--- src/acv_pkg.sv ---
// shared constants and types of the converter control block
package acv_pkg;

  // ******************************************
  // widths and timing
  // ******************************************
  localparam int unsigned RES_W = 12;            // result bits
  localparam int unsigned DATA_W = 16;           // register word width
  localparam int unsigned ADDR_W = 4;            // register address width
  localparam int unsigned CLK_NS = 40;           // sys_clk period in ns
  localparam int unsigned INSTR_NS = 160;        // one instruction cycle in ns
  localparam int unsigned INSTR_CYC = (INSTR_NS + CLK_NS - 1) / CLK_NS; // rounded up

  // ******************************************
  // register offsets
  // ******************************************
  localparam logic [3:0] OFF_CTRL = 4'h0;        // control bits
  localparam logic [3:0] OFF_CDIV = 4'h1;        // conv_clock_divider
  localparam logic [3:0] OFF_STAT = 4'h2;        // flags, write one to clear
  localparam logic [3:0] OFF_RES = 4'h3;         // result_pair
  localparam logic [3:0] OFF_PREV = 4'h4;        // previous_result
  localparam logic [3:0] OFF_ACC = 4'h5;         // accumulator
  localparam logic [3:0] OFF_ERR = 4'h6;         // error_value
  localparam logic [3:0] OFF_SETP = 4'h7;        // setpoint for error
  localparam logic [3:0] OFF_THR = 4'h8;         // threshold limit
  localparam logic [3:0] OFF_TSEL = 4'h9;        // trigger_source_select

  // ******************************************
  // field positions
  // ******************************************
  localparam int unsigned B_ON = 0;              // module on
  localparam int unsigned B_GO = 1;              // conversion go
  localparam int unsigned B_RCSEL = 2;           // 1 = converter_rc_clock
  localparam int unsigned B_JUST = 3;            // result_justify, 1 = right
  localparam int unsigned B_CONTINUOUS_MODE = 4;            // continuous_mode
  localparam int unsigned B_PREVIOUS_SOURCE_SELECT = 5;            // previous_source_select
  localparam int unsigned B_DOUBLE_SAMPLE_ENABLE = 6;            // double_sample_enable
  localparam int unsigned B_IEN = 7;             // conversion_irq_enable
  localparam int unsigned B_DONE = 0;            // conversion_done_flag
  localparam int unsigned B_COMPUTATION_DONE_FLAG = 1;            // computation_done_flag
  localparam int unsigned B_THR = 2;             // threshold_irq_flag
  localparam int unsigned B_BUSY = 3;            // conversion running
  localparam int unsigned B_TEN = 3;             // trigger enable in trigger select

  // ******************************************
  // reset values
  // ******************************************
  localparam logic [5:0] CDIV_RST = 6'h00;       // divide by 2
  localparam logic [15:0] WORD_RST = 16'h0000;   // data registers
  localparam logic [11:0] MSB_ONEHOT = 12'h800;  // first trial bit

  // converter sequencer states
  typedef enum logic [2:0] {ST_IDLE, ST_DELAY, ST_SAMPLE, ST_CONV, ST_COMPUTATION_DONE_FLAG} acv_state_t;

endpackage : acv_pkg

--- src/acv_clk_if.sv ---
// conversion clock selection and tick carrier
`timescale 1ns/1ns
`default_nettype none
interface acv_clk_if;
  logic rc_sel;      // 1 selects the rc oscillator
  logic [5:0] div;   // system clock divider code
  logic tick;        // one sys_clk pulse per bit_period
  modport gen (input rc_sel, input div, output tick);
  modport ctl (output rc_sel, output div, input tick);
endinterface : acv_clk_if
`default_nettype wire

--- src/acv_tick_gen.sv ---
// bit period tick generator from divided system clock or rc oscillator
`timescale 1ns/1ns
`default_nettype none
module acv_tick_gen
  import acv_pkg::*;
(
  input wire logic sys_clk,    // system clock
  input wire logic sys_rst,    // synchronous reset, high
  input wire logic rc_osc_in,  // dedicated_rc_oscillator pin
  acv_clk_if.gen ck            // selection in, tick out
);

  // ******************************************
  // rc oscillator synchroniser
  // ******************************************
  logic rc_s1_r;   // first stage, read only by second
  logic rc_s2_r;   // second stage
  logic rc_s3_r;   // third stage
  logic rc_lvl_r;  // accepted oscillator level
  logic [5:0] cnt_r; // divider count
  logic ph_r;      // divider half phase
  logic tick_r;    // registered tick

  // a change counts once the last two stages agree
  wire rc_agree = (rc_s2_r == rc_s3_r);
  wire rc_rise = rc_agree && rc_s3_r && !rc_lvl_r;
  wire cnt_end = (cnt_r == ck.div);
  wire div_tick = cnt_end && ph_r;      // period is 2 * (div + 1)
  // a source switch could line up two ticks; never let them touch
  wire tick_nxt = !tick_r && (ck.rc_sel ? rc_rise : div_tick); // RULE1

  // shift the oscillator through three flops
  always_ff @(posedge sys_clk)
  begin
    if (sys_rst)
    begin
      rc_s1_r <= 1'b0;
      rc_s2_r <= 1'b0;
      rc_s3_r <= 1'b0;
      rc_lvl_r <= 1'b0;
    end
    else
    begin
      rc_s1_r <= rc_osc_in;
      rc_s2_r <= rc_s1_r;
      rc_s3_r <= rc_s2_r;
      if (rc_agree)
        rc_lvl_r <= rc_s3_r;
    end
  end

  // divider: count to div twice per bit period
  always_ff @(posedge sys_clk)
  begin
    if (sys_rst || ck.rc_sel)
    begin
      cnt_r <= 6'h00;
      ph_r <= 1'b0;
    end
    else if (cnt_end)
    begin
      cnt_r <= 6'h00; // RULE2
      ph_r <= !ph_r;
    end
    else
      cnt_r <= cnt_r + 6'h01;
  end

  // tick register drives the carrier
  always_ff @(posedge sys_clk)
  begin
    if (sys_rst)
      tick_r <= 1'b0;
    else
      tick_r <= tick_nxt;
  end
  assign ck.tick = tick_r;
endmodule : acv_tick_gen
`default_nettype wire

--- src/acv_conv_ctrl.sv ---
// sar converter control: clocking, start, completion, result and computation_done_flag
// What this block does
// RULE1: source bit picks divided or rc clock
// RULE2: divider ratio is two times (code plus one)
// RULE3: control logic steps on conversion clock
// RULE4: one bit decision per bit period
// RULE5: result shown left or right justified
// RULE6: result writes stored right justified always
// RULE7: done flag set after every conversion
// RULE8: software clears done flag itself
// RULE9: irq when done flag and enable
// RULE10: sleep conversions only on rc; wake request
// RULE11: conversions run only while module on
// RULE12: go, trigger edge or continuous retrigger start
// RULE13: software avoids go with module on
// RULE14: copy old result to previous first
// RULE15: completion clears go unless continuous mode
// RULE16: completion sets computation_done_flag flag, updates accumulator
// RULE17: error and threshold per one or two
// RULE18: computation_done_flag runs after result is final
// RULE19: abort loads partial, fill with last bit
// RULE20: computation_done_flag still runs on partial result
// RULE21: reset returns everything, ends conversion
// RULE22: rc start delayed; a sleep conversion with irq disabled powers converter down
// RULE23: non-rc sleep trigger waits for wake
// RULE24: trigger rising edge sets go bit
// RULE25: msb first successive approximation after sampling
`timescale 1ns/1ns
`default_nettype none
module acv_conv_ctrl
  import acv_pkg::*;
#(
  parameter int unsigned TRIG_N = 8  // number of trigger inputs
)
(
  input wire logic sys_clk,               // system clock, 25 MHz
  input wire logic sys_rst,               // synchronous reset, high
  input wire logic [3:0] addr,            // register address
  input wire logic [15:0] wr_data,        // write data
  input wire logic wr_en,                 // write strobe
  input wire logic rd_en,                 // read strobe
  output logic [15:0] rd_data_r,          // read data, cycle after strobe
  input wire logic [TRIG_N-1:0] trig_in,  // external trigger pins
  input wire logic comp_in,               // comparator: input above trial
  input wire logic rc_osc_in,             // dedicated rc oscillator
  input wire logic sleep_in,              // device is in sleep
  output logic [11:0] dac_code_r,         // trial code to the analog side
  output logic sample_r,                  // sampler tracking input
  output logic conv_pwr_r,                // converter powered
  output logic irq_r,                     // conversion interrupt request
  output logic wake_r                     // wake request from sleep
);

  // ******************************************
  // control and data registers
  // ******************************************
  logic on_r, go_r, rc_sel_r, just_r;     // control bits
  logic continuous_mode_r, previous_source_select_r, double_sample_enable_r, ien_r;    // control bits
  logic [5:0] div_r;                      // divider code
  logic done_r, computation_done_flag_r, thr_r;            // sticky flags
  logic [11:0] result_r;                  // right justified result
  logic [11:0] prev_r;                    // previous result
  logic [15:0] acc_r;                     // running sum of results
  logic [15:0] err_r;                     // last error value
  logic [15:0] setp_r;                    // setpoint
  logic [15:0] lim_r;                     // threshold limit
  logic [2:0] tsel_r;                     // trigger input index
  logic ten_r;                            // trigger enable
  logic pair_r;                           // odd conversion of a pair
  logic pwr_dn_r;                         // powered down after sleep conversion
  acv_state_t st_r;                       // sequencer state
  logic [2:0] dly_r;                      // rc start delay count
  logic [11:0] sar_r;                     // decided bits
  logic [11:0] mask_r;                    // one-hot trial bit
  logic lastb_r;                          // last decided bit
  logic [11:0] fin_r;                     // final value kept for computation_done_flag
  logic trig_prev_r;                      // trigger level last cycle

  // ******************************************
  // pin synchronisers
  // ******************************************
  localparam int unsigned EXT_N = TRIG_N + 1;
  wire [EXT_N-1:0] ext_in = {comp_in, trig_in};
  logic [EXT_N-1:0] ext_lvl;             // accepted levels

  // three flops per pin, accept when the last two agree
  generate
    for (genvar i = 0; i < EXT_N; i++)
    begin : g_sync
      logic s1_r, s2_r, s3_r, lvl_r;
      always_ff @(posedge sys_clk)
      begin
        if (sys_rst)
        begin
          s1_r <= 1'b0;
          s2_r <= 1'b0;
          s3_r <= 1'b0;
          lvl_r <= 1'b0;
        end
        else
        begin
          s1_r <= ext_in[i];
          s2_r <= s1_r;
          s3_r <= s2_r;
          if (s2_r == s3_r)
            lvl_r <= s3_r;
        end
      end
      assign ext_lvl[i] = lvl_r;
    end
  endgenerate

  // comparator settles through the sync, so keep bit_period above
  // four sys_clk cycles; divider codes 0 and 1 are too fast for it
  wire comp_q = ext_lvl[TRIG_N];
  wire trig_lvl = ext_lvl[tsel_r];

  // ******************************************
  // conversion clock
  // ******************************************
  acv_clk_if ck ();
  assign ck.rc_sel = rc_sel_r; // RULE1
  assign ck.div = div_r;
  wire tick = ck.tick;

  acv_tick_gen u_tick (
    .sys_clk (sys_clk),
    .sys_rst (sys_rst),
    .rc_osc_in (rc_osc_in),
    .ck (ck.gen)
  );

  // ******************************************
  // decoding
  // ******************************************
  wire wr_ctrl = wr_en && (addr == OFF_CTRL);
  wire wr_cdiv = wr_en && (addr == OFF_CDIV);
  wire wr_stat = wr_en && (addr == OFF_STAT);
  wire wr_res = wr_en && (addr == OFF_RES);
  wire wr_setp = wr_en && (addr == OFF_SETP);
  wire wr_thr = wr_en && (addr == OFF_THR);
  wire wr_tsel = wr_en && (addr == OFF_TSEL);

  // ******************************************
  // sequencer decisions
  // ******************************************
  wire trig_evt = ten_r && trig_lvl && !trig_prev_r;    // RULE24
  wire busy = (st_r == ST_SAMPLE) || (st_r == ST_CONV);
  // a non-rc start waits out sleep; powered down waits too
  wire may_run = on_r && !pwr_dn_r && (!sleep_in || rc_sel_r); // RULE10 RULE23
  wire start = (st_r == ST_IDLE) && go_r && may_run;  // RULE11 RULE12
  wire dly_end = (dly_r == 3'(INSTR_CYC - 1));
  wire off_stop = tick && busy && !on_r;
  wire abort = tick && busy && on_r && !go_r;         // RULE3 RULE19
  wire last_bit = tick && (st_r == ST_CONV) && mask_r[0] && go_r && on_r;
  wire done_evt = last_bit || abort;
  wire [11:0] undec = mask_r | (mask_r - 12'h001);
  wire [11:0] sar_dec = sar_r | (comp_q ? mask_r : 12'h000); // RULE25
  wire [11:0] partial = (sar_r & ~undec) | (lastb_r ? undec : 12'h000); // RULE19
  wire [11:0] fin_nxt = abort ? partial : sar_dec;
  wire do_computation_done_flag = !double_sample_enable_r || !pair_r;                // RULE17
  wire [15:0] err_nxt = {4'h0, fin_r} - setp_r;
  wire thr_hit = $signed(err_nxt) > $signed(lim_r);
  wire [15:0] res_view = just_r ? {4'h0, result_r} : {result_r, 4'h0}; // RULE5 RULE6
  wire [11:0] dac_nxt = (st_r == ST_CONV) ? (sar_r | mask_r) : sar_r;

  // read selection, unmapped reads give zero
  wire [15:0] ctrl_view = {8'h00, ien_r, double_sample_enable_r, previous_source_select_r, continuous_mode_r,
                           just_r, rc_sel_r, go_r, on_r};
  wire [15:0] stat_view = {12'h000, busy, thr_r, computation_done_flag_r, done_r};
  wire [15:0] rd_nxt =
    (addr == OFF_CTRL) ? ctrl_view :
    (addr == OFF_CDIV) ? {10'h000, div_r} :
    (addr == OFF_STAT) ? stat_view :
    (addr == OFF_RES) ? res_view :
    (addr == OFF_PREV) ? {4'h0, prev_r} :
    (addr == OFF_ACC) ? acc_r :
    (addr == OFF_ERR) ? err_r :
    (addr == OFF_SETP) ? setp_r :
    (addr == OFF_THR) ? lim_r :
    (addr == OFF_TSEL) ? {12'h000, ten_r, tsel_r} : WORD_RST;

  // ******************************************
  // control register
  // ******************************************
  // plain control bits; all return to reset values here
  always_ff @(posedge sys_clk)
  begin
    if (sys_rst) // RULE21
    begin
      {on_r, rc_sel_r, just_r, continuous_mode_r, previous_source_select_r, double_sample_enable_r, ien_r} <= 7'h00;
      div_r <= CDIV_RST;
      setp_r <= WORD_RST;
      lim_r <= WORD_RST;
      {ten_r, tsel_r} <= 4'h0;
    end
    else
    begin
      if (wr_ctrl)
      begin
        on_r <= wr_data[B_ON];
        rc_sel_r <= wr_data[B_RCSEL];
        just_r <= wr_data[B_JUST];
        continuous_mode_r <= wr_data[B_CONTINUOUS_MODE];
        previous_source_select_r <= wr_data[B_PREVIOUS_SOURCE_SELECT];
        double_sample_enable_r <= wr_data[B_DOUBLE_SAMPLE_ENABLE];
        ien_r <= wr_data[B_IEN];
      end
      if (wr_cdiv)
        div_r <= wr_data[5:0];
      if (wr_setp)
        setp_r <= wr_data;
      if (wr_thr)
        lim_r <= wr_data;
      if (wr_tsel)
        {ten_r, tsel_r} <= wr_data[3:0];
    end
  end

  // go bit: hardware set outranks every clear
  always_ff @(posedge sys_clk)
  begin
    if (sys_rst)
      go_r <= 1'b0;
    else if (trig_evt)
      go_r <= 1'b1;                 // RULE24
    else if (wr_ctrl)
      go_r <= wr_data[B_GO];        // RULE12
    else if (done_evt && !continuous_mode_r)
      go_r <= 1'b0;                 // RULE15
  end

  // sticky flags, write one to clear, a set in the same cycle wins
  always_ff @(posedge sys_clk)
  begin
    if (sys_rst)
    begin
      done_r <= 1'b0;
      computation_done_flag_r <= 1'b0;
      thr_r <= 1'b0;
    end
    else
    begin
      done_r <= done_evt || (done_r && !(wr_stat && wr_data[B_DONE])); // RULE7 RULE8
      computation_done_flag_r <= done_evt || (computation_done_flag_r && !(wr_stat && wr_data[B_COMPUTATION_DONE_FLAG])); // RULE16
      thr_r <= (st_r == ST_COMPUTATION_DONE_FLAG && do_computation_done_flag && thr_hit)
               || (thr_r && !(wr_stat && wr_data[B_THR]));              // RULE17
    end
  end

  // ******************************************
  // sequencer
  // ******************************************
  // sampling and bit steps move only on the conversion clock tick
  always_ff @(posedge sys_clk)
  begin
    if (sys_rst)
      st_r <= ST_IDLE;
    else
    begin
      unique case (st_r)
        ST_IDLE:
          if (start)
            st_r <= rc_sel_r ? ST_DELAY : ST_SAMPLE; // RULE22
        ST_DELAY:
          if (!on_r)
            st_r <= ST_IDLE;
          else if (dly_end)
            st_r <= ST_SAMPLE;
        ST_SAMPLE:
          if (off_stop)
            st_r <= ST_IDLE;                // RULE11
          else if (abort)
            st_r <= ST_COMPUTATION_DONE_FLAG;                // RULE20
          else if (tick)
            st_r <= ST_CONV;                // RULE25
        ST_CONV:
          if (off_stop)
            st_r <= ST_IDLE;
          else if (done_evt)
            st_r <= ST_COMPUTATION_DONE_FLAG;                // RULE18
        ST_COMPUTATION_DONE_FLAG:
          st_r <= ST_IDLE;                  // continuous mode restarts from idle
      endcase
    end
  end

  // rc start delay counter
  always_ff @(posedge sys_clk)
  begin
    if (sys_rst || st_r != ST_DELAY)
      dly_r <= 3'h0;
    else
      dly_r <= dly_r + 3'h1;
  end

  // successive approximation, one decision per tick
  always_ff @(posedge sys_clk)
  begin
    if (sys_rst || start)
    begin
      sar_r <= 12'h000;
      mask_r <= MSB_ONEHOT;
      lastb_r <= 1'b0;
    end
    else if (tick && st_r == ST_CONV && !done_evt)
    begin
      sar_r <= sar_dec;                     // RULE4
      lastb_r <= comp_q;
      mask_r <= mask_r >> 1;
    end
  end

  // ******************************************
  // completion side effects
  // ******************************************
  // previous copy takes the old value before the new one lands
  always_ff @(posedge sys_clk)
  begin
    if (sys_rst)
    begin
      result_r <= 12'h000;
      prev_r <= 12'h000;
      acc_r <= WORD_RST;
      fin_r <= 12'h000;
      pair_r <= 1'b0;
    end
    else if (done_evt)
    begin
      if (previous_source_select_r)
        prev_r <= result_r;                 // RULE14
      result_r <= fin_nxt;
      fin_r <= fin_nxt;
      acc_r <= acc_r + {4'h0, fin_nxt};     // RULE16
      pair_r <= !pair_r;
    end
    else if (wr_res)
      result_r <= wr_data[11:0];            // RULE6
  end

  // error value computed one cycle after the result is final
  always_ff @(posedge sys_clk)
  begin
    if (sys_rst)
      err_r <= WORD_RST;
    else if (st_r == ST_COMPUTATION_DONE_FLAG && do_computation_done_flag)
      err_r <= err_nxt;                     // RULE17 RULE20
  end

  // ******************************************
  // outputs
  // ******************************************
  always_ff @(posedge sys_clk)
  begin
    if (sys_rst)
    begin
      trig_prev_r <= 1'b0;
      pwr_dn_r <= 1'b0;
      rd_data_r <= WORD_RST;
      dac_code_r <= 12'h000;
      sample_r <= 1'b0;
      conv_pwr_r <= 1'b0;
      irq_r <= 1'b0;
      wake_r <= 1'b0;
    end
    else
    begin
      trig_prev_r <= trig_lvl;
      if (done_evt && sleep_in && !ien_r)
        pwr_dn_r <= 1'b1;                   // RULE22
      else if (!sleep_in)
        pwr_dn_r <= 1'b0;
      rd_data_r <= rd_en ? rd_nxt : WORD_RST;
      dac_code_r <= dac_nxt;
      sample_r <= (st_r == ST_SAMPLE);
      conv_pwr_r <= on_r && !pwr_dn_r;
      irq_r <= done_r && ien_r;             // RULE9
      wake_r <= done_r && ien_r && sleep_in; // RULE10
    end
  end
endmodule : acv_conv_ctrl
`default_nettype wire

--- config.mk ---
export PLATFORM = sky130hd
export DESIGN_NAME = acv_conv_ctrl
export DESIGN_NICKNAME = d
export VERILOG_FILES = /design/src/acv_pkg.sv /design/src/acv_clk_if.sv /design/src/acv_tick_gen.sv /design/src/acv_conv_ctrl.sv
export SDC_FILE = /design/constraint.sdc
export NUM_CORES = 1
export LEC_CHECK = 0
export ABC_AREA = 1
export BUFFER_PORTS_ARGS = -buffer_cell sky130_fd_sc_hd__buf_2
export CAP_MARGIN = 0
export CORE_ASPECT_RATIO = 0.9
export CORE_MARGIN = 3
export CORE_UTILIZATION = 60
export CTS_BUF_LIST = sky130_fd_sc_hd__clkbuf_8
export CTS_CLUSTER_SIZE = 28
export DETAILED_ROUTE_END_ITERATION = 12
export PLACE_DENSITY = 0.77
export SETUP_SLACK_MARGIN = 0.02
export SKIP_LAST_GASP = 1
export SYNTH_ARGS = -nofsm -noshare
export SYNTH_HDL_FRONTEND = slang
export SYNTH_SLANG_ARGS = --single-unit
--- constraint.sdc ---
create_clock -name sys_clk -period 2.6 [get_ports sys_clk]
set_input_delay 0.26 -clock sys_clk [delete_from_list [all_inputs] [get_ports sys_clk]]
set_output_delay 0.26 -clock sys_clk [all_outputs]
set_load 0.03 [all_outputs]
**Yosys cells after proc, flatten, opt, wreduce, memory -nomap -nowiden**

Index checks and enable logic that the tools add are counted.

- Reduce and logical (&&, ||, !) cells: 74
- Shift operators: 0
- Multipliers: 0
- $lt $le $gt $ge: 2
- Multiplexer cells: 35
- Div/mod/pow operators: 0
- Bitwise logic cells: 7
- Add/sub/neg operators: 5
- Equal/unequal tests: 31

Operators by type and width:

| cell | count |
|---|---|
| $mux 16 | 7 |
| $mux 12 | 6 |
| $or 12x12->12 | 4 |
| $logic_and 1x1->1 | 39 |
| $mux 3 | 8 |
| $mux 8 | 3 |
| $add 16x12->16 | 1 |
| $eq 4x3->1 const B | 4 |
| $gt 16x16->1 | 1 |
| $logic_not 1->1 | 16 |
| $sub 12x16->16 | 1 |
| $pmux 3 s5 | 1 |
| $and 12x12->12 | 1 |
| $not 12->12 | 1 |
| $sub 12x1->12 const B | 1 |
| $eq 1x1->1 | 10 |
| $logic_or 1x1->1 | 10 |
| $eq 3x2->1 const B | 3 |
| $eq 4x2->1 const B | 2 |
| $eq 4x4->1 const B | 2 |
| $mux 1 | 7 |
| $add 6x1->6 const B | 1 |
| $eq 6x6->1 | 1 |
| $ne 3x3->1 const B | 2 |
| 21 further kinds | 22 |

- Bits in read-only memories: 0
- Memories: 0
- Memory bits (writable): 0
- Latch bits: 0
- Flip-flop bits (word level): 235
- Bits of input ports: 35

**Longest topological paths before layout**

Gate-level depths: netlist of the first run.

- Depth after elaboration: 11
- Gate-level depth with buffers: 21
- Mapped depth without buffers: 21

**Modules after synthesis**

A second synthesis of the first run with hierarchy kept.

- Cells, all modules: 1636
- Area total of the unflattened synthesis: 11551.1 µm²

Modules (own cells, without submodules):

| module | sequential area each (µm²) | instances | cells an instance | area an instance (µm²) |
|---|---|---|---|---|
| acv_conv_ctrl | 4464.3 | 1 | 1550 | 10973.0 |
| acv_tick_gen | 240.2 | 1 | 86 | 578.1 |

**Worst setup path after synthesis of the first run**

OpenSTA, ideal clock, no wires.

- Path type: register -> register
- Start point: register setp_r[0]
- End point: register thr_r
- Required time: 2.468 ns
- Data arrival time: 2.216 ns
- Stages on the path, launching flop included: 17
- Path buffers: 0
- Path slack: 0.252 ns
- Cells stage by stage: dfxtp_1 -> ha_1 -> inv_1 -> fa_1 -> nand3_1 -> nand2_1 -> nand2_1 -> o211ai_1 -> xor2_1 -> ha_1 -> nand2_1 -> nor2_1 -> inv_1 -> nor3_1 -> nor2_1 -> nand2_1 -> a21oi_1

- Word-level cells in the longest chain between the ends: 4

RTL lines:

| what | line | text |
|---|---|---|
| start, declared | acv_conv_ctrl.sv:65 | `logic [15:0] setp_r;` |
| start signal, assigned | acv_conv_ctrl.sv:212 | `setp_r <= wr_data;` |
| $sub 12x16->16 | acv_conv_ctrl.sv:162 | `wire [15:0] err_nxt = {4'h0, fin_r} - setp_r;` |
| via err_nxt[8] | acv_conv_ctrl.sv:162 |  |
| $gt 16x16->1 | acv_conv_ctrl.sv:163 | `wire thr_hit = $signed(err_nxt) > $signed(lim_r);` |
| $logic_and 1x1->1 | acv_conv_ctrl.sv:246 | `thr_r <= (st_r == ST_COMPUTATION_DONE_FLAG && do_computation_done_flag && thr_hit)` |
| $logic_or 1x1->1 | acv_conv_ctrl.sv:247 | `\|\| (thr_r && !(wr_stat && wr_data[B_THR]));` |
| end signal, assigned | acv_conv_ctrl.sv:246 |  |
| end, declared | acv_conv_ctrl.sv:60 | `logic done_r, computation_done_flag_r, thr_r;` |

The timed path passes the listed nets, and every way through them passes these cells.
A chain may end at the register's enable or synchronous reset.

**Worst setup path after layout of the first run**

- Start point: register setp_r[2]
- End point: register err_r[14]

- Word-level cells in the longest chain between the ends: 1

RTL lines:

| what | line | text |
|---|---|---|
| $sub 12x16->16 | acv_conv_ctrl.sv:162 |  |
| end signal, assigned | acv_conv_ctrl.sv:347 | `err_r <= err_nxt;` |
| end, declared | acv_conv_ctrl.sv:64 | `logic [15:0] err_r;` |

No other way between the ends.

==> flow_summary.ini, run 1 <==
[die]
initial_core_util_pct = 62.1
dieArea_um2 = 21100
die_y_um = 138
core_area_um2 = 18700
dieWidth_um = 153
rows = 47
ios = 67

[timing]
fin_skew_ns = 0.0165
fmax_mhz = 398
min_period_ns = 2.51
tightest_slew_ns = 0.971
rsz0062_at_grt = true
setup_viol = 0
hold_violations = 0
worst_slack_ns = 0.0855
fin_crit_sh_pct = 96.7
drv_slew = 0
slew_headroom_pct = 35.3
setup_tns_ns = 0

[global_route]
antenna_found_initial = 0
first_global_vias = 10500
grt_max_degree = 96
overflow = 0
grt_usage_pct = 30.5
grt_pass1_wl_mm = 53.4

[setup_path]
cp.buffers_inverters = 11
reg2regPathDepth = 21
cp_slowest_cell = dfxtp_2
crit_path_start_kind = register
end_kind = register
crit_path_max_fanout = 4
worstPathArrival_ns = 2.99
crit_type = reg -> reg
critical_path.cell_chain = inv_2 > ha_4 > buf_6 > nand2_1 > nor2_2 > nand2_2 > nand3_2 > nand2_2 > nand2_2 > nand2_1 > buf_4 > buf_4 > buf_4 > buf_4 > buf_4 > buf_4 > buf_4 > buf_4 > nand3_2 > nand2_1 > inv_1
cpMostUsedCell = buf_4
cp.required_ns = 3.08
critPathTopFamily = buffers and inverters
cp_num_cells = 21
slowest_delay_ns = 0.33

[power]
p_sw_share_pct = 26.6
pwr-share-seq_pct = 46.3
p_switching_mw = 2.14
p_clk_share_pct = 41.9
pwr-share-comb_pct = 11.8
p_int_mw = 5.89
vdd_drop_max_uv = 466
p_leak_nw = 6.23
powerDensity_nw_per_um2 = 576

[clock_tree]
worst_skew_pair.late_latency_ns = 0.54
clockBufferDepth = 3
path_clk_slew_ns = 0.06
cts_tree = done
cts_root_buffer = clkbuf_8
cts_sinks = 235
h-tree-depth = 2
numCtsBuffers = 38

[logic_synthesis]
ys_warn_count = 0
synth-edff-count = 0
ys_seq_area_share_pct = 40.5
netlist_instances = 1659
synth_nets = 1740
avgSynthCellArea_um2 = 7.00
synth-seq-cells = 235
syn_area_um2 = 11600
ys_types = 42
ys.flop_type = dfxtp_1
postSynth.asyncResetShare_pct = 0

[drt]
firstDrtPassIters = 6
dr_total_vias = 11500
drc = 0
vias_per_cell = 5.59
final_antenna_net_count = 0
avgRoutedWirePerCell_um = 16.4
wirelength_mm = 33.7
drt_first_iter_violations = 1034

[cells_and_area]
final_cell_mix = nand2_1 (295), inv_1 (230), dfxtp_1 (226)
nFillCells = 1489
num_antenna_cells = 0
fin_nets = 1860
final_common_cell = nand2_1
areaGrowthSynthToFinish_pct = 20.0
layout-drive-gt1-share_pct = 18.4

[placement]
port_buffers = 66
routabilityCongestion = 0.898
place.detailed.hpwl_mm = 23.5
post-place-ws_ns = -0.0860

[min_path]
hold_path.class = in -> reg
worstHoldPathCells = 3

[flow_run]
cap_violations = 0

[outcome]
status = finished, final reports clean
-- power by group through the flow --
| stage | logic [mW] | clock network [mW] | registers [mW] |
|---|---|---|---|
| after floorplan | 0.551 | 0 | 3.80 |
| after global placement | 0.797 | 0 | 3.79 |
| after detailed placement | 0.815 | 0 | 3.80 |
| after CTS | 0.862 | 3.41 | 3.72 |
| after global routing | 1.06 | 3.57 | 3.73 |
| final | 0.949 | 3.37 | 3.72 |
-- worst min-delay path: cells and delay by family --
kind / cells / cell delay, ns
AOI/OAI and AO/OA: 2 / 0.17
buffers and inverters: 1 / 0.08
-- cells in the mapped netlist, types with 3 or more instances --
library cell  number  share of area, %
a21o_1             3              0.19
nor2_2             4              0.22
nor3_1            13              0.56
xnor2_1            4              0.30
a21oi_1          210               9.0
xor2_1            15               1.1
buf_6              4              0.39
inv_2             10              0.32
dfxtp_1          235                40
nand4_1           11              0.59
nand3_1          116               5.0
buf_4              3              0.19
o21bai_1           8              0.52
o21a_1             5              0.32
nand2_2            4              0.22
o22ai_1           15              0.81
o21ai_0          148               6.4
buf_2             17              0.73
and2_1             9              0.48
nor2_4             6              0.58
o21ai_1           13              0.56
inv_1            236               7.6
nor2_1           141               4.6
o211ai_1          11              0.71
clkbuf_1          28              0.90
buf_1              3             0.097
nand2_1          317                10
ha_1              44               4.7
a211oi_1           8              0.52
-- sequential cells by signal, summed over array words and instances, names as in the netlist, 8 cells and up --
signal / flops
acc_r: 16
err_r: 16
lim_r: 16
rd_data_r: 16
setp_r: 16
dac_code_r: 12
fin_r: 12
mask_r: 12
prev_r: 12
result_r: 12
sar_r: 12
g_sync.s1_r: 9
g_sync.s2_r: 9
g_sync.s3_r: 9
g_sync.lvl_r: 8
-- kinds of logic (layout without fill, tap and decap cells) --
group | after synthesis | in the layout | synth area share [%]
simple gates | 633 | 633 | 23.4
fa+ha+maj | 46 | 46 | 5.08
compound gates | 423 | 423 | 19.2
buf+inv | 303 | 451 | 10.4
xor+xnor | 19 | 19 | 1.43
flops | 235 | 235 | 40.5
-- per-stage QoR --
step	hold WS (ns)	power (mW)	utilization, %	cells	instance area [um2]
after floorplan	0.367	4.35	-	1659	11600
after global placement	0.391	4.59	65.7	1954	12300
after detailed placement	0.399	4.61	65.7	1954	12300
after CTS	0.00634	7.99	71.9	2044	13400
after global routing	0.0219	8.36	74.6	2052	13900
final	0.0223	8.03	74.6	2052	13900
-- routing by layer --
metal | track usage, % | up-vias | routed length (um)
li1 | - | 5646 | -
met1 | 43.0 | 5290 | 14900
met2 | 48.0 | 461 | 15000
met3 | 5.16 | 72 | 2860
met4 | 9.70 | 0 | 949
met5 | 0 | - | 0
-- path summary, 6_finish.rpt --
kind                                   from  slack (ns)                        end
setup / recovery     setp_r[2]$_SDFFE_PP0P_        0.09     err_r[14]$_SDFFE_PP0P_
hold / removal                  wr_data[15]        0.02    setp_r[15]$_SDFFE_PP0P_
setup reg to reg     setp_r[2]$_SDFFE_PP0P_        0.09     err_r[14]$_SDFFE_PP0P_
hold reg to reg   g_sync[3].s1_r$_SDFF_PP0_        0.41  g_sync[3].s2_r$_SDFF_PP0_
-- repair_timing --
action,CTS,global route
cloned,0,1
endpoints found under the setup margin,3,13
hold endpoints to repair,16,0
hold buffers,12,0
pin swaps,9,25
gates resized for setup,29,114
buffers inserted,10,7
-- cell type report --
class | instances | area, um2 | area share [%]
Tap cell | 245 | 307 | 2.20
Clock inverter | 20 | 148 | 1.06
Inverter | 248 | 936 | 6.71
Multi-Input combinational cell | 1121 | 6260 | 44.9
Sequential cell | 235 | 4720 | 33.8
Timing Repair Buffer | 135 | 912 | 6.54
Clock buffer | 48 | 661 | 4.74
(Power assumes the default switching activity.)
==> run 2, diff against run 1 <==
--- a/config.mk
+++ b/config.mk
@@ -10,11 +10,11 @@
 export CAP_MARGIN = 0
 export CORE_ASPECT_RATIO = 0.9
 export CORE_MARGIN = 3
-export CORE_UTILIZATION = 60
-export CTS_BUF_LIST = sky130_fd_sc_hd__clkbuf_8
+export CORE_UTILIZATION = 45
+export CTS_BUF_LIST = sky130_fd_sc_hd__clkbuf_4 sky130_fd_sc_hd__clkbuf_8
 export CTS_CLUSTER_SIZE = 28
 export DETAILED_ROUTE_END_ITERATION = 12
-export PLACE_DENSITY = 0.77
+export PLACE_DENSITY = 0.6
 export SETUP_SLACK_MARGIN = 0.02
 export SKIP_LAST_GASP = 1
 export SYNTH_ARGS = -nofsm -noshare
==> run 2 against run 1 <==
Global-route usage shrank 7.1 points. Cell area rose by 0.96%. Total power grew 3.8%. Clock skew is 0.0034 ns lower. Core utilization shrank 19 points. Final cell count up 4.1%. Worst hold slack better by 0.0016 ns. Via count shrank 3.7%. Setup slack better by 0.015 ns. Largest power group unchanged. Highest routed layer is now met5.
==> flow_summary.ini, run 2 (synthesis gave the netlist of run 1 again) <==
[cells_and_area]
areaGrowthSynthToFinish_pct = 21.2
final_cell_mix = nand2_1 (297), dfxtp_1 (230), inv_1 (225)
layout-drive-gt1-share_pct = 17.9
stdcell_area_um2 = 14100
fin_nets = 1848
num_antenna_cells = 0
final_common_cell = nand2_1

[drt]
firstDrtPassIters = 5
dr_total_vias = 11000
avgRoutedWirePerCell_um = 15.8
final_antenna_net_count = 0
drt_first_iter_violations = 710
drc = 0
vias_per_cell = 5.17
wirelength_mm = 33.7

[die]
ios = 67
rows = 55
die_y_um = 158
core_area_um2 = 25300
dieWidth_um = 175
dieArea_um2 = 27800
initial_core_util_pct = 46.0

[clock_tree]
path_clk_slew_ns = 0.06
cts_tree = done
h-tree-depth = 2
cts_root_buffer = clkbuf_8
clockBufferDepth = 3
cts_sinks = 235
numCtsBuffers = 41
worst_skew_pair.late_latency_ns = 0.54

[setup_path]
reg2reg_slack_ns = 0.10
crit_path_max_fanout = 4
crit_path_start_kind = register
reg2regPathDepth = 18
rr_endpoint = thr_r$_SDFF_PP0_
worstPathArrival_ns = 2.96
crit_type = reg -> reg
end_kind = register
rr_startpoint = fin_r[0]$_SDFFE_PP0N_
cp.required_ns = 3.07

[timing]
min_period_ns = 2.50
slew_headroom_pct = 52.2
setup_viol = 0
hold_violations = 0
tightest_slew_ns = 0.717
fin_skew_ns = 0.0131
hold_slack_ns = 0.0239
fin_crit_sh_pct = 96.1
rsz0062_at_grt = true
fmax_mhz = 400
drv_slew = 0

[global_route]
first_global_vias = 9987
grt_usage_pct = 23.4
grt_pass1_wl_mm = 52.2
overflow = 0
antenna_found_initial = 1
grt_max_degree = 96

[power]
p_leak_nw = 6.21
power_mw = 8.34
vdd_drop_max_uv = 387
powerDensity_nw_per_um2 = 592

[placement]
place_area_um2 = 12400
place.detailed.hpwl_mm = 23.8
routabilityCongestion = 0.930
port_buffers = 66

[flow_run]
cap_violations = 0

[min_path]
hold_path.startpoint = wr_data[13]
worstHoldPathCells = 3
holdPathEnd = lim_r[13]$_SDFFE_PP0P_
hold_path.class = in -> reg

[outcome]
status = finished, final reports clean
## run 2: changes by cell type in the layout (fill, tap and decap cells not counted), sizes merged
cell,delta
clkbuf,+18
buf,-16
inv,-12
clkinv,-2
clkinvlp,-1
## run 2: cell type report
| type | instances | area (um2) |
|---|---|---|
| clock buffers | 65 | 820 |
| flip-flops and latches | 235 | 4710 |
| inverters | 248 | 936 |
| fillers | 2516 | 11200 |
| well taps | 342 | 428 |
| clock inverters | 5 | 75.1 |
| repair buffers | 120 | 827 |
| multi-input cells | 1121 | 6280 |
## run 2: critical path: stages, from the launching register on
cell and delay (ns):
dfxtp_2 0.32, inv_2 0.06, ha_4 0.13, inv_2 0.05
fa_2 0.44, nand3_2 0.09, nand2_2 0.08, nand2_1 0.08
o211ai_1 0.13, xor2_1 0.19, ha_1 0.28, nand2_1 0.04
nor2_1 0.10, inv_1 0.07, nor3_2 0.10, nand2_1 0.06
nand3_1 0.06, nand2_1 0.05, a21oi_1 0.11
## run 2: where the power goes
part | switching (mW) | internal [mW]
clock network | 1.51 | 2.19
logic | 0.582 | 0.339
registers | 0.0476 | 3.67
total | 2.14 | 6.20
## run 2: through the flow
stage / setup TNS, ns / setup slack [ns] / utilization, % / cells
2_1_floorplan: 0 / 0.252 / - / 1659
4_1_cts: 0 / 0.0310 / 53.2 / 2128
3_5_place_dp: -0.182 / -0.182 / 49.1 / 2046
3_3_place_gp: -0.123 / -0.123 / 49.1 / 2046
6_report: 0 / 0.100 / 55.7 / 2136
5_1_grt: -0.0537 / -0.0459 / 55.7 / 2136
## run 2: routing by layer
metal | track usage (%) | part of all wire [%]
met3 | 4.34 | 6.0
met4 | 8.09 | 3.2
met5 | 0 | 0.039
met2 | 36.4 | 42
met1 | 32.7 | 48
## run 2: worst max path at each step
stage,start,depth (start not counted),to,slack [ns]
after floorplan,setp_r[0]$_SDFFE_PP0P_,16,thr_r$_SDFF_PP0_,0.25
after global placement,setp_r[4]$_SDFFE_PP0P_,16,thr_r$_SDFF_PP0_,-0.12
after detailed placement,setp_r[3]$_SDFFE_PP0P_,16,thr_r$_SDFF_PP0_,-0.18
after CTS,setp_r[3]$_SDFFE_PP0P_,17,thr_r$_SDFF_PP0_,0.03
after global routing,setp_r[10]$_SDFFE_PP0P_,16,thr_r$_SDFF_PP0_,-0.05
final,fin_r[0]$_SDFFE_PP0N_,18,thr_r$_SDFF_PP0_,0.10
## run 2: what timing repair did
action,CTS,global route
hold buffers,12,0
hold endpoints to repair,13,0
pin swaps,0,22
setup buffers,0,7
endpoints found under the setup margin,2,11
resized for setup,6,122
cloned,0,1
